$ cat src/common/iso_rx_pkg.sv
/*
  Shared constants for the isochronous receive context block: register map,
  control-word field positions, speed and event encodings, context states.
  Assumes a 12-bit byte address space seen over APB with 32-bit data.
*/
package iso_rx_pkg;

  // context geometry
  localparam int NUM_CTX = 4;
  localparam int CTX_IDX_W = 2;

  // register map (byte addresses)
  localparam logic [11:0] CTX_SET_BASE = 12'h400;
  localparam logic [11:0] CTX_CLR_BASE = 12'h404;
  localparam logic [11:0] CTX_STRIDE = 12'h020;
  localparam logic [11:0] CTX_END = 12'h480;
  localparam logic [11:0] INT_STATUS_ADDR = 12'h480;
  localparam logic [11:0] INT_CLEAR_ADDR = 12'h484;
  localparam logic [11:0] INT_ENABLE_ADDR = 12'h488;

  // control word field positions
  localparam int FILL_BIT = 31;
  localparam int RUN_BIT = 15;
  localparam int WAKE_BIT = 12;
  localparam int DEAD_BIT = 11;
  localparam int ACTIVE_BIT = 10;
  localparam int BETA_BIT = 9;
  localparam int SPD_LSB = 5;
  localparam int EVT_LSB = 0;

  // reset values
  localparam logic [4:0] EVT_RESET = 5'h00;
  localparam logic [2:0] SPD_RESET = 3'h0;

  // receive speed codes
  localparam logic [2:0] SPD_S100 = 3'h0;
  localparam logic [2:0] SPD_S200 = 3'h1;
  localparam logic [2:0] SPD_S400 = 3'h2;
  localparam logic [2:0] SPD_S800 = 3'h3;

  // completion event codes
  localparam logic [4:0] EVT_LONG_PACKET = 5'h02;
  localparam logic [4:0] EVT_OVERRUN = 5'h05;
  localparam logic [4:0] EVT_DESC_READ = 5'h06;
  localparam logic [4:0] EVT_DATA_WRITE = 5'h08;
  localparam logic [4:0] EVT_UNKNOWN = 5'h0E;
  localparam logic [4:0] ACK_COMPLETE = 5'h11;
  localparam logic [4:0] ACK_DATA_ERROR = 5'h1D;

  // interrupt status layout: done, backout, dead groups of NUM_CTX bits
  localparam int IRQ_W = 3 * NUM_CTX;

  typedef enum logic [1:0] {
    ST_IDLE = 2'b00,
    ST_FETCH = 2'b01,
    ST_RECV = 2'b11,
    ST_STALL = 2'b10
  } ctx_state_e;

endpackage

$ cat src/logic/irq_status.sv
/*
  Sticky interrupt status with write-one-to-clear and an enable mask.
  Assumes events are one-cycle pulses on clk_sys; clear is a one-cycle write.
*/
`timescale 1ns/1ps
module irq_status #(
  parameter int W = 12
) (
  // clock and reset
  input wire logic clk_sys,
  input wire logic sys_rst,
  // event sources
  input wire logic [W-1:0] evt_in,
  // software side
  input wire logic [W-1:0] clr_mask,
  input wire logic en_wr,
  input wire logic [W-1:0] en_data,
  output logic [W-1:0] status_reg,
  output logic [W-1:0] enable_reg,
  output logic irq
);

  // a new event beats a clear in the same cycle so nothing is lost
  always_ff @(posedge clk_sys) begin
    if (sys_rst) begin
      status_reg <= '0;
    end else begin
      status_reg <= (status_reg & ~clr_mask) | evt_in;
    end
  end

  // enable mask
  always_ff @(posedge clk_sys) begin
    if (sys_rst) begin
      enable_reg <= '0;
    end else if (en_wr) begin
      enable_reg <= en_data;
    end
  end

  assign irq = |(status_reg & enable_reg);

endmodule

$ cat src/logic/iso_rx_ctx.sv
/*
  One isochronous receive context: run/wake/fill control, dead/active
  state, descriptor sequencing and per-packet status writeback.
  Assumes descriptor fetch and packet reports come from clk_sys logic.
*/
`timescale 1ns/1ps
module iso_rx_ctx
  import iso_rx_pkg::*;
(
  // clock and reset
  input wire logic clk_sys,
  input wire logic sys_rst,
  // software strobes
  input wire logic run_set,
  input wire logic run_clr,
  input wire logic wake_set,
  input wire logic fill_set,
  input wire logic fill_clr,
  // control and status
  output logic run_reg,
  output logic wake_reg,
  output logic dead_reg,
  output logic active,
  output logic fill_reg,
  output logic beta_reg,
  output logic [2:0] spd_reg,
  output logic [4:0] evt_reg,
  // descriptor fetch
  output logic fetch_req,
  input wire logic fetch_ack,
  input wire logic fetch_valid,
  input wire logic fetch_err,
  // packet report
  input wire logic pkt_valid,
  input wire logic pkt_beta,
  input wire logic [2:0] pkt_spd,
  input wire logic pkt_len_err,
  input wire logic pkt_crc_err,
  input wire logic pkt_overrun,
  input wire logic pkt_long,
  input wire logic pkt_wr_err,
  input wire logic pkt_unknown,
  input wire logic pkt_buf_full,
  // events
  output logic done_reg,
  output logic backout_reg,
  output logic dead_evt_reg
);

  ctx_state_e state_reg, state_next;
  logic fetch_take, pkt_in, pkt_bad, pkt_fatal, fatal_now, drop;

  assign fetch_req = (state_reg == ST_FETCH);
  assign fetch_take = fetch_req && fetch_ack;
  assign pkt_in = (state_reg == ST_RECV) && pkt_valid;
  assign pkt_bad = pkt_len_err || pkt_crc_err || pkt_overrun;
  assign pkt_fatal = pkt_wr_err || pkt_unknown;
  assign fatal_now = (fetch_take && fetch_err) || (pkt_in && pkt_fatal);
  assign drop = pkt_in && fill_reg && pkt_bad && !pkt_fatal;
  assign active = (state_reg != ST_IDLE);

  // descriptor sequencing
  always_comb begin
    state_next = state_reg;
    case (state_reg)
      ST_IDLE: if (run_reg && !dead_reg) state_next = ST_FETCH;
      ST_FETCH: begin
        if (fetch_ack) begin
          state_next = fetch_err ? ST_IDLE : (fetch_valid ? ST_RECV : ST_STALL);
        end
      end
      ST_STALL: if (wake_reg) state_next = ST_FETCH;
      ST_RECV: begin
        if (pkt_valid) begin
          if (pkt_fatal) begin
            state_next = ST_IDLE;
          end else if (!fill_reg || (!pkt_bad && pkt_buf_full)) begin
            state_next = ST_FETCH;
          end
        end
      end
      default: state_next = ST_IDLE;
    endcase
    if (!run_reg) state_next = ST_IDLE;
  end

  always_ff @(posedge clk_sys) begin
    if (sys_rst) state_reg <= ST_IDLE;
    else state_reg <= state_next;
  end

  // run only moves on software strobes or reset
  always_ff @(posedge clk_sys) begin
    if (sys_rst) run_reg <= 1'b0;
    else if (run_set) run_reg <= 1'b1;
    else if (run_clr) run_reg <= 1'b0;
  end

  // software set beats the fetch clear in the same cycle
  always_ff @(posedge clk_sys) begin
    if (sys_rst) wake_reg <= 1'b0;
    else if (wake_set) wake_reg <= 1'b1;
    else if (fetch_take) wake_reg <= 1'b0;
  end

  // dead set by fatal error, cleared by run going low
  always_ff @(posedge clk_sys) begin
    if (sys_rst) dead_reg <= 1'b0;
    else if (fatal_now) dead_reg <= 1'b1;
    else if (run_clr && run_reg) dead_reg <= 1'b0;
  end

  // fill option frozen while the context runs, avoids mid-buffer mode flips
  always_ff @(posedge clk_sys) begin
    if (sys_rst) fill_reg <= 1'b0;
    else if (!run_reg && !active && fill_set) fill_reg <= 1'b1;
    else if (!run_reg && !active && fill_clr) fill_reg <= 1'b0;
  end

  // status writeback, skipped for backed-out packets
  always_ff @(posedge clk_sys) begin
    if (sys_rst) begin
      evt_reg <= EVT_RESET;
      beta_reg <= 1'b0;
      spd_reg <= SPD_RESET;
    end else if (fetch_take && fetch_err) begin
      evt_reg <= EVT_DESC_READ;
    end else if (pkt_in && !drop) begin
      beta_reg <= pkt_beta;
      spd_reg <= pkt_spd;
      if (pkt_wr_err) evt_reg <= EVT_DATA_WRITE;
      else if (pkt_unknown) evt_reg <= EVT_UNKNOWN;
      else if (fill_reg) evt_reg <= ACK_COMPLETE;
      else if (pkt_overrun) evt_reg <= EVT_OVERRUN;
      else if (pkt_long) evt_reg <= EVT_LONG_PACKET;
      else if (pkt_len_err || pkt_crc_err) evt_reg <= ACK_DATA_ERROR;
      else evt_reg <= ACK_COMPLETE;
    end
  end

  // event pulses
  always_ff @(posedge clk_sys) begin
    if (sys_rst) begin
      done_reg <= 1'b0;
      backout_reg <= 1'b0;
      dead_evt_reg <= 1'b0;
    end else begin
      done_reg <= pkt_in && !drop && !pkt_fatal;
      backout_reg <= drop;
      dead_evt_reg <= fatal_now;
    end
  end
endmodule

$ cat src/logic/iso_rx_ctrl.sv
/*
  Isochronous receive context control and status for four contexts, with
  an APB register slave and a level interrupt.
  Assumes descriptor fetch and receive-path reports come from logic on
  clk_sys; APB master follows the usual setup/access protocol.
*/
// Decided for this implementation: the register offsets and register access over APB.
// Notes on behaviour
// - hardware changes run only on reset
// - bits 14 and 13 read as zero
// - every descriptor fetch clears wake; here a software wake set in the fetch cycle wins and wake stays set
// - fatal error sets dead
// - clearing run clears dead
// - active high while processing descriptors
// - beta flag follows phy beta indication
// - responses to beta requests go in beta
// - bit 8 reads as zero
// - speed code 0..3 for 100..800 Mbit/s
// - fill mode reports four event codes only
// - fill mode backs out bad packets
// - per-buffer mode reports seven event codes
// - set and clear addresses, 32-byte stride, four contexts
// - fill packs packets, otherwise one per buffer
`timescale 1ns/1ps
module iso_rx_ctrl
  import iso_rx_pkg::*;
(
  // clock and reset
  input wire logic clk_sys,
  input wire logic sys_rst,
  // apb slave
  input wire logic psel,
  input wire logic penable,
  input wire logic pwrite,
  input wire logic [11:0] paddr,
  input wire logic [31:0] pwdata,
  output logic [31:0] prdata,
  output logic pready,
  output logic pslverr,
  // interrupt
  output logic irq,
  // descriptor fetch, one request per context
  output logic [NUM_CTX-1:0] fetch_req,
  input wire logic [NUM_CTX-1:0] fetch_ack,
  input wire logic fetch_valid,
  input wire logic fetch_err,
  // receive path packet report
  input wire logic pkt_valid,
  input wire logic [CTX_IDX_W-1:0] pkt_ctx,
  input wire logic pkt_beta,
  input wire logic [2:0] pkt_spd,
  input wire logic pkt_len_err,
  input wire logic pkt_crc_err,
  input wire logic pkt_overrun,
  input wire logic pkt_long,
  input wire logic pkt_wr_err,
  input wire logic pkt_unknown,
  input wire logic pkt_buf_full,
  // receive path feedback
  output logic [NUM_CTX-1:0] backout,
  output logic [NUM_CTX-1:0] rsp_beta
);

  // address classification shared by read and write paths
  function automatic logic is_ctx(input logic [11:0] a);
    return (a >= CTX_SET_BASE) && (a < CTX_END) && (a[4:0] == CTX_SET_BASE[4:0] ||
      a[4:0] == CTX_CLR_BASE[4:0]);
  endfunction

  function automatic logic is_clr(input logic [11:0] a);
    return a[4:0] == CTX_CLR_BASE[4:0];
  endfunction

  function automatic logic [CTX_IDX_W-1:0] ctx_of(input logic [11:0] a);
    logic [11:0] rel;
    rel = a - CTX_SET_BASE;
    return rel[5 +: CTX_IDX_W];
  endfunction

  logic wr_acc, rd_setup, hit;
  logic [NUM_CTX-1:0] run_set, run_clr, wake_set, fill_set, fill_clr;
  logic [NUM_CTX-1:0] run_v, wake_v, dead_v, active_v, fill_v, beta_v;
  logic [NUM_CTX-1:0] done_v, dead_evt_v;
  logic [2:0] spd_v [NUM_CTX];
  logic [4:0] evt_v [NUM_CTX];
  logic [31:0] ctl_word [NUM_CTX];
  logic [IRQ_W-1:0] irq_stat, irq_en, irq_clr;
  logic [31:0] rdata_next;

  // zero wait states: setup cycle samples read data, access completes
  assign pready = 1'b1;
  assign hit = is_ctx(paddr) || paddr == INT_STATUS_ADDR || paddr == INT_CLEAR_ADDR ||
    paddr == INT_ENABLE_ADDR;
  assign pslverr = psel && penable && !hit;
  assign wr_acc = psel && penable && pwrite && hit;
  assign rd_setup = psel && !penable && !pwrite;

  // set and clear address strobes per context
  always_comb begin
    run_set = '0;
    run_clr = '0;
    wake_set = '0;
    fill_set = '0;
    fill_clr = '0;
    if (wr_acc && is_ctx(paddr)) begin
      if (is_clr(paddr)) begin
        run_clr[ctx_of(paddr)] = pwdata[RUN_BIT];
        fill_clr[ctx_of(paddr)] = pwdata[FILL_BIT];
      end else begin
        run_set[ctx_of(paddr)] = pwdata[RUN_BIT];
        wake_set[ctx_of(paddr)] = pwdata[WAKE_BIT];
        fill_set[ctx_of(paddr)] = pwdata[FILL_BIT];
      end
    end
  end

  // one engine per context; packet report steered by context number
  for (genvar i = 0; i < NUM_CTX; i++) begin : g_ctx
    logic sel;
    assign sel = pkt_valid && (pkt_ctx == CTX_IDX_W'(i));

    iso_rx_ctx u_ctx (
      .clk_sys(clk_sys),
      .sys_rst(sys_rst),
      .run_set(run_set[i]),
      .run_clr(run_clr[i]),
      .wake_set(wake_set[i]),
      .fill_set(fill_set[i]),
      .fill_clr(fill_clr[i]),
      .run_reg(run_v[i]),
      .wake_reg(wake_v[i]),
      .dead_reg(dead_v[i]),
      .active(active_v[i]),
      .fill_reg(fill_v[i]),
      .beta_reg(beta_v[i]),
      .spd_reg(spd_v[i]),
      .evt_reg(evt_v[i]),
      .fetch_req(fetch_req[i]),
      .fetch_ack(fetch_ack[i]),
      .fetch_valid(fetch_valid),
      .fetch_err(fetch_err),
      .pkt_valid(sel),
      .pkt_beta(pkt_beta),
      .pkt_spd(pkt_spd),
      .pkt_len_err(pkt_len_err),
      .pkt_crc_err(pkt_crc_err),
      .pkt_overrun(pkt_overrun),
      .pkt_long(pkt_long),
      .pkt_wr_err(pkt_wr_err),
      .pkt_unknown(pkt_unknown),
      .pkt_buf_full(pkt_buf_full),
      .done_reg(done_v[i]),
      .backout_reg(backout[i]),
      .dead_evt_reg(dead_evt_v[i])
    );

    // control word image; unimplemented mode and reserved bits read zero
    always_comb begin
      ctl_word[i] = 32'h0000_0000;
      ctl_word[i][FILL_BIT] = fill_v[i];
      ctl_word[i][RUN_BIT] = run_v[i]; // bits 14:13 stay zero
      ctl_word[i][WAKE_BIT] = wake_v[i];
      ctl_word[i][DEAD_BIT] = dead_v[i];
      ctl_word[i][ACTIVE_BIT] = active_v[i];
      ctl_word[i][BETA_BIT] = beta_v[i]; // bit 8 stays zero
      ctl_word[i][SPD_LSB +: 3] = spd_v[i];
      ctl_word[i][EVT_LSB +: 5] = evt_v[i];
    end
  end

  // transmit side answers a beta-format request in beta format
  assign rsp_beta = beta_v;

  // interrupt: done, backout and dead events per context
  assign irq_clr = (wr_acc && paddr == INT_CLEAR_ADDR) ? pwdata[IRQ_W-1:0] : '0;

  irq_status #(
    .W(IRQ_W)
  ) u_irq (
    .clk_sys(clk_sys),
    .sys_rst(sys_rst),
    .evt_in({dead_evt_v, backout, done_v}),
    .clr_mask(irq_clr),
    .en_wr(wr_acc && paddr == INT_ENABLE_ADDR),
    .en_data(pwdata[IRQ_W-1:0]),
    .status_reg(irq_stat),
    .enable_reg(irq_en),
    .irq(irq)
  );

  // read mux; clear address reads the same word as set address
  always_comb begin
    rdata_next = 32'h0000_0000;
    if (is_ctx(paddr)) begin
      rdata_next = ctl_word[ctx_of(paddr)];
    end else if (paddr == INT_STATUS_ADDR) begin
      rdata_next[IRQ_W-1:0] = irq_stat;
    end else if (paddr == INT_ENABLE_ADDR) begin
      rdata_next[IRQ_W-1:0] = irq_en;
    end
  end

  // read data captured in setup so it is stable through the access cycle
  always_ff @(posedge clk_sys) begin
    if (sys_rst) prdata <= 32'h0000_0000;
    else if (rd_setup) prdata <= rdata_next;
  end

  // per-context status checks, so whichever context runs is covered
  for (genvar j = 0; j < NUM_CTX; j++) begin : g_chk

  end
endmodule

$ cat config.mk
export PLATFORM = sky130hd
export DESIGN_NAME = iso_rx_ctrl
export DESIGN_NICKNAME = d
export VERILOG_FILES = /design/src/common/iso_rx_pkg.sv /design/src/logic/irq_status.sv /design/src/logic/iso_rx_ctx.sv /design/src/logic/iso_rx_ctrl.sv
export SDC_FILE = /design/constraint.sdc
export NUM_CORES = 1
export LEC_CHECK = 0
export ABC_CLOCK_PERIOD_IN_PS = 4800
export BUFFER_PORTS_ARGS = -buffer_cell sky130_fd_sc_hd__buf_2
export CORE_UTILIZATION = 45
export CTS_BUF_LIST = sky130_fd_sc_hd__clkbuf_8
export DETAILED_ROUTE_END_ITERATION = 16
export GPL_TIMING_DRIVEN = 0
export HOLD_SLACK_MARGIN = 0.1
export PLACE_DENSITY = 0.67
export SYNTH_ARGS = -nofsm -noshare
export SYNTH_HDL_FRONTEND = slang
export SYNTH_HIERARCHICAL = 1
export SYNTH_SLANG_ARGS = --single-unit
$ cat constraint.sdc
create_clock -name clk_sys -period 4.8 [get_ports clk_sys]
set_input_delay 0.72 -clock clk_sys [delete_from_list [all_inputs] [get_ports clk_sys]]
set_output_delay 0.72 -clock clk_sys [all_outputs]
set_load 0.01 [all_outputs]
==> out/qor.yml, run 1 <==
timing:
  slew_viol_final: 0
  finalCritPeriodShare_pct: 55.96
  fmax_mhz: 372.3
  worstMarginPinSlew_ns: 0.7179
  setup_viol: 0
  slew-limit-headroom_pct: 52.14
  fin_setup_tns_ns: 0
  clock_skew_ns: 0.01318
  hold_viol: 0
  rsz0062_at_grt: "false"
  final.min_clock_period_ns: 2.686
grt:
  grtUsageTotal_pct: 24.59
  grt_pass1_vias: 5205
  grt_max_degree: 33
  grt_use_met3_pct: 3.648
  antenna_found_initial: 0
  grt_use_met1_pct: 31.69
  global_route.usage.met2_pct: 41.53
  busiest_layer: "met2"
  grt_first_pass_wirelength_um: 26950
  grt_remaining_overflow: 0
die:
  rows: 41
  core_sq_um: 12820
  start_util_pct: 46.76
  pin_count: 116
  fp.dieH_um: 117.4
  die_w_um: 117.4
  die_area_sq_um: 13790
clock_network:
  cts_root_buf: "clkbuf_8"
  hold_buffers: 0
  numCtsBuffers: 9
  cts_resized: 0
  cts_setup_buffers: 0
  max-clock-path-buffers: 2
  clk_latency_ns: 0.39
  clkTransAtPathRegs_ns: 0.11
  cts_tree: "yes"
  htreeDepth: 3
  clkSinkCount: 111
detailed_routing:
  ant_nets: 0
  vias: 5496
  drt_wl_total_um: 16640
  wl_per_cell_um: 16.98
  drt_iter0_markers: 480
  dr.pass1.iters: 5
  vias_per_cell: 5.608
  drcViolationCount: 0
placed_design:
  dpl.hpwl_um: 12800
  numPortBuffers: 77
  place_inst: 964
  gp_congestion: 0.8915
setup_path:
  cpPeakStageDelay_ns: 0.29
  path_cells: "buf_2, or2_1, clkbuf_1, a22oi_1, a21oi_1, buf_2"
  worstPathArrival_ns: 1.97
  critPathCaptureType: "output pin"
  required_ns: 4.08
  cpMaxStageDelayCell: "clkbuf_1"
  cp-start-kind: "primary input"
  crit_top_cell: "buf_2"
  setup.worst_path.class: "primary input to output pin"
  worstPathMaxFanout: 10
power_and_ir_drop:
  swShare_pct: 26.69
  p_leak_nw: 2.836
  p_switching_w: 0.0004457
  total_power_w: 0.001670
  power.internal_w: 0.001224
  powerDensity_nw_per_um2: 243.1
  irDropWorstVdd_v: 0.0001325
  pwr-share-comb_pct: 8.4
  sequentialPowerShare_pct: 55.1
  p_clk_share_pct: 36.4
final_layout:
  register_area_sq_um: 2222
  fillers: 1232
  drive_gt1_share_pct: 26.61
  multi_input_area_sq_um: 3326
  synthToLayoutAreaGrowth_pct: 14.54
  largest_reg_flops: 20
  nets: 872
  layout_common_cells: "dfxtp_1 (111), nor2_1 (110), buf_2 (88), a21oi_1 (76), nand2_1 (75)"
  antenna_cells: 0
  fin_cells: 980
  final_common_cell: "dfxtp_1"
yosys:
  synth_area_leaders: "dfxtp_1 (37%), nor2_1 (6.9%), a21oi_1 (6.3%)"
  synth_flop_cell: "dfxtp_1"
  ys_ff_latch: 111
  postSynthAreaPerCell_sq_um: 8.579
  yosysWarnings: 6
  syn_area_sq_um: 5997
  yosysTopAreaCell: "dfxtp_1"
  synth_async_sr_flop_share_pct: 0
  netlist_instances: 699
  seq_area_frac_synth_pct: 37.05
  netlist.area_leader.share_pct: 37.05
  ys_types: 56
  synth_edf_count: 0
run_status:
  status: "finished clean"
hold_path:
  min_path_type: "register to register"
flow_run:
  cap_viol_max_count: 0
-- kinds of logic after synthesis --
group | synth area share (%)
buffers and inverters | 8.491
other | 0.1252
DFF | 37.05
muxes | 10.18
and+or+nand+nor | 24.10
AOI/OAI and AO/OA | 20.05
-- worst paths after layout --
check	startpoint	to	slack, ns	depth (start not counted)
min reg2reg	prdata[9]$_SDFFE_PP0P_	prdata[9]$_SDFFE_PP0P_	0.46	2
max	paddr[5]	pslverr	2.11	6
min	prdata[9]$_SDFFE_PP0P_	prdata[9]$_SDFFE_PP0P_	0.46	2
max reg2reg	g_ctx[3].u_ctx/state_reg[1]$_SDFFE_PP0P_	prdata[10]$_SDFFE_PP0P_	3.23	5
-- through the flow --
| step | area, sq um | utilization (%) | setup slack, ns | hold slack [ns] |
|---|---|---|---|---|
| 2_1_floorplan | 6057 | - | 2.337 | 0.4130 |
| 3_5_place_dp | 6658 | 51.91 | 1.920 | 0.4347 |
| 5_1_grt | 6869 | 53.56 | 2.037 | 0.4830 |
| 6_report | 6869 | 53.56 | 2.114 | 0.4624 |
| 3_3_place_gp | 6658 | 51.91 | 1.969 | 0.4216 |
| 4_1_cts | 6869 | 53.56 | 2.118 | 0.4635 |
-- Yosys cell counts, types with 5 or more instances --
master    count
a21oi_1      76
and2_1       12
and3_1        9
and3_2        5
buf_2        11
buf_4        31
buf_6         7
clkbuf_1      5
dfxtp_1     111
inv_1        29
mux2_2       12
mux2i_1      16
mux4_2       14
nand2_1      75
nand3_1      20
nand4_1       5
nor2_1      110
nor3_1       10
nor3b_1       6
o21ai_0      16
o31ai_1      11
o31ai_2       8
-- critical path: cells and delay by family --
family                 cells  cell delay [ns]
AOI/OAI and AO/OA          2             0.36
buffers and inverters      3             0.73
and+or+nand+nor            1             0.16
-- power by group through the flow --
stage / clock network [W] / logic (W) / registers [W]
2_1_floorplan: 0 / 0.0000723 / 0.000942
3_3_place_gp: 0 / 0.000137 / 0.000942
3_5_place_dp: 0 / 0.000139 / 0.000942
4_1_cts: 0.000625 / 0.000139 / 0.000921
5_1_grt: 0.000661 / 0.000152 / 0.000921
6_report: 0.000609 / 0.000141 / 0.000921
-- layout make-up --
class	count	area share, %
Inverter	29	1.585
Clock inverter	7	1.275
Multi-Input combinational cell	517	48.42
Timing Repair Buffer	77	5.610
Buffer	58	5.829
Clock buffer	9	1.803
Sequential cell	111	32.35
Tap cell	172	3.133
-- metal layers --
metal / routed length (um) / vias up / part of all wire [%]
met2: 7974 / 202 / 48
met4: 380 / 0 / 2.3
met1: 7407 / 2595 / 45
met3: 876 / 35 / 5.3
li1: - / 2664 / -
met5: 0 / - / 0
No activity file was read; power rests on OpenSTA's default activity.
==> inputs of run 2 (changes only) <==
Settings changed: ABC_CLOCK_PERIOD_IN_PS 4800 to 2200, PLACE_DENSITY 0.67 to 0.7.
Clock period 4.8 ns to 2.2 ns, I/O delays scaled along.
==> out/qor.yml, run 2 (synthesis gave the netlist of run 1 again) <==
run_status:
  status: "finished clean"  # unchanged
detailed_routing:
  vias_per_cell: 5.685  # was 5.608
  drt_iter0_markers: 476  # was 480
  dr.pass1.iters: 6  # was 5
  wl_per_cell_um: 17.13  # was 16.98 um
  drt_wl_total_um: 16780  # was 16640 um
  vias: 5571  # was 5496
  drcViolationCount: 0  # unchanged
  ant_nets: 0  # unchanged
die:
  rows: 41  # unchanged
  core_sq_um: 12820  # unchanged
  start_util_pct: 46.76  # unchanged
  fp.dieH_um: 117.4  # unchanged
  die_area_sq_um: 13790  # unchanged
  pin_count: 116  # unchanged
  die_w_um: 117.4  # unchanged
final_layout:
  largest_reg_flops: 20  # unchanged
  synthToLayoutAreaGrowth_pct: 14.69  # was 14.54%
  layout_common_cells: "dfxtp_1 (111), nor2_1 (110), buf_2 (88), a21oi_1 (76), nand2_1 (75)"  # unchanged
  nets: 872  # unchanged
  fin_cells: 980  # unchanged
  final_common_cell: "dfxtp_1"  # unchanged
  fin_util_pct: 53.63  # was 53.56%
  antenna_cells: 0  # unchanged
  postLayoutCellArea_sq_um: 6878  # was 6869 sq um
  fillers: 1248  # was 1232
  drive_gt1_share_pct: 26.73  # was 26.61%
grt:
  grtUsageTotal_pct: 24.80  # was 24.59%
  grt_use_met3_pct: 4.669  # was 3.648%
  grt_first_pass_wirelength_um: 27210  # was 26950 um
  busiest_layer: "met2"  # unchanged
  grt_use_met1_pct: 31.05  # was 31.69%
  global_route.usage.met2_pct: 42.60  # was 41.53%
  grt_pass1_vias: 5271  # was 5205
  grt_max_degree: 33  # unchanged
  grt_remaining_overflow: 0  # unchanged
  antenna_found_initial: 0  # unchanged
setup_path:
  cpMaxStageDelayCell: "nor2_1"  # was clkbuf_1
  r2r_setup_slack_ns: 0.66  # was 3.23 ns
  worstPathMaxFanout: 10  # unchanged
  cpLargestDelayFamily: "simple AND/OR/NAND/NOR gates"  # was buffers and inverters
  path_cells: "buf_2, or2_1, clkbuf_1, nor2_1, buf_4, and4_1, buf_6, mux2i_1, nor2_1"  # was buf_2, or2_1, clkbuf_1, a22oi_1, a21oi_1, buf_2
  cp-start-kind: "primary input"  # unchanged
  crit_top_cell: "nor2_1"  # was buf_2
  cp_num_buf_inv: 4  # was 3
  critPathCaptureType: "register"  # was output pin
  cpPeakStageDelay_ns: 0.30  # was 0.29 ns
  required_ns: 2.49  # was 4.08 ns
  worstPathArrival_ns: 2.30  # was 1.97 ns
  setup.worst_path.class: "primary input to register"  # was primary input to output pin
power_and_ir_drop:
  powerDensity_nw_per_um2: 533.4  # was 243.1 nW/um^2
  p_leak_nw: 2.832  # was 2.836 nW
  irDropWorstVdd_v: 0.0003298  # was 0.0001325 V
clock_network:
  hold_buffers: 0  # unchanged
  cts_tree: "yes"  # unchanged
  htreeDepth: 3  # unchanged
  clkTransAtPathRegs_ns: 0.11  # about the same
  clkSinkCount: 111  # unchanged
  cts_setup_buffers: 0  # unchanged
  clk_latency_ns: 0.40  # was 0.39 ns
  numCtsBuffers: 9  # unchanged
  cts_resized: 0  # unchanged
  cts_root_buf: "clkbuf_8"  # unchanged
  max-clock-path-buffers: 2  # unchanged
timing:
  finalCritPeriodShare_pct: 91.55
  slew_viol_final: 0  # unchanged
  final.setup.worst_slack_ns: 0.1859  # was 2.114 ns
  setup_viol: 0  # unchanged
  hold_viol: 0  # unchanged
  fmax_mhz: 496.5
  clock_skew_ns: 0.01110  # was 0.01318 ns
  slew-limit-headroom_pct: 55.58  # was 52.14%
  rsz0062_at_grt: "false"  # unchanged
  worstMarginPinSlew_ns: 0.6664  # was 0.7179 ns
  final.min_clock_period_ns: 2.014
placed_design:
  dpl.hpwl_um: 12840  # was 12800 um
  dp_slack_ns: -0.2132  # was 1.920 ns
  numPortBuffers: 77  # unchanged
  gp_congestion: 0.9321  # was 0.8915
  place_inst: 964  # unchanged
  placed_area_sq_um: 6658  # unchanged
hold_path:
  min_path_type: "primary input to register"  # was register to register
flow_run:
  cap_viol_max_count: 0  # unchanged
==> run 2: cell count changes in the layout (fill, tap and decap cells not counted), sizes merged <==
cell	delta
inv	-1
clkinvlp	+1
==> run 2: worst reg2reg max path, stage by stage (launching register included) <==
cell     delay, ns
dfxtp_1       0.32
buf_4         0.15
or2_2         0.31
mux4_2        0.49
nor2_1        0.11
o31ai_1       0.07
==> run 2: cell type report <==
cell class	instances	area [sq um]	area share [%]
multi-input cells	517	3326	48.35
clock buffers	9	123.9	1.801
clock inverters	7	96.34	1.401
well taps	172	215.2	3.129
plain buffers	58	400.4	5.821
inverters	29	108.9	1.583
flip-flops and latches	111	2222	32.31
repair buffers	77	385.4	5.603
==> run 2: stage by stage <==
step	power [W]	TNS [ns]	hold slack, ns
4_1_cts	0.003699	0	0.1605
6_report	0.003669	0	0.1841
3_3_place_gp	0.002352	-1.833	0.4221
3_5_place_dp	0.002357	-2.193	0.4400
2_1_floorplan	0.002212	0	0.3991
5_1_grt	0.003817	0	0.1766
==> run 2: path summary, 6_finish.rpt <==
kind | start | end | cells past startpoint
max | paddr[5] | u_irq/enable_reg[2]$_SDFFE_PP0P_ | 9
max reg2reg | g_ctx[2].u_ctx/state_reg[1]$_SDFFE_PP0P_ | prdata[10]$_SDFFE_PP0P_ | 5
min | pwdata[1] | u_irq/enable_reg[1]$_SDFFE_PP0P_ | 3
min reg2reg | g_ctx[3].u_ctx/dead_evt_reg$_SDFF_PP0_ | u_irq/status_reg[11]$_SDFF_PP0_ | 2
==> run 2: power breakdown <==
group          internal [W]  switching [W]  total [W]
combinational      0.000104       0.000205   0.000310
sequential          0.00201   0.0000000621    0.00201
clock              0.000564       0.000787    0.00135
==> run 2: routing by layer <==
layer	vias to the layer above	wire length [um]
li1	2649	-
met1	2626	7007
met2	270	8181
met3	26	1259
met4	0	335
met5	-	0
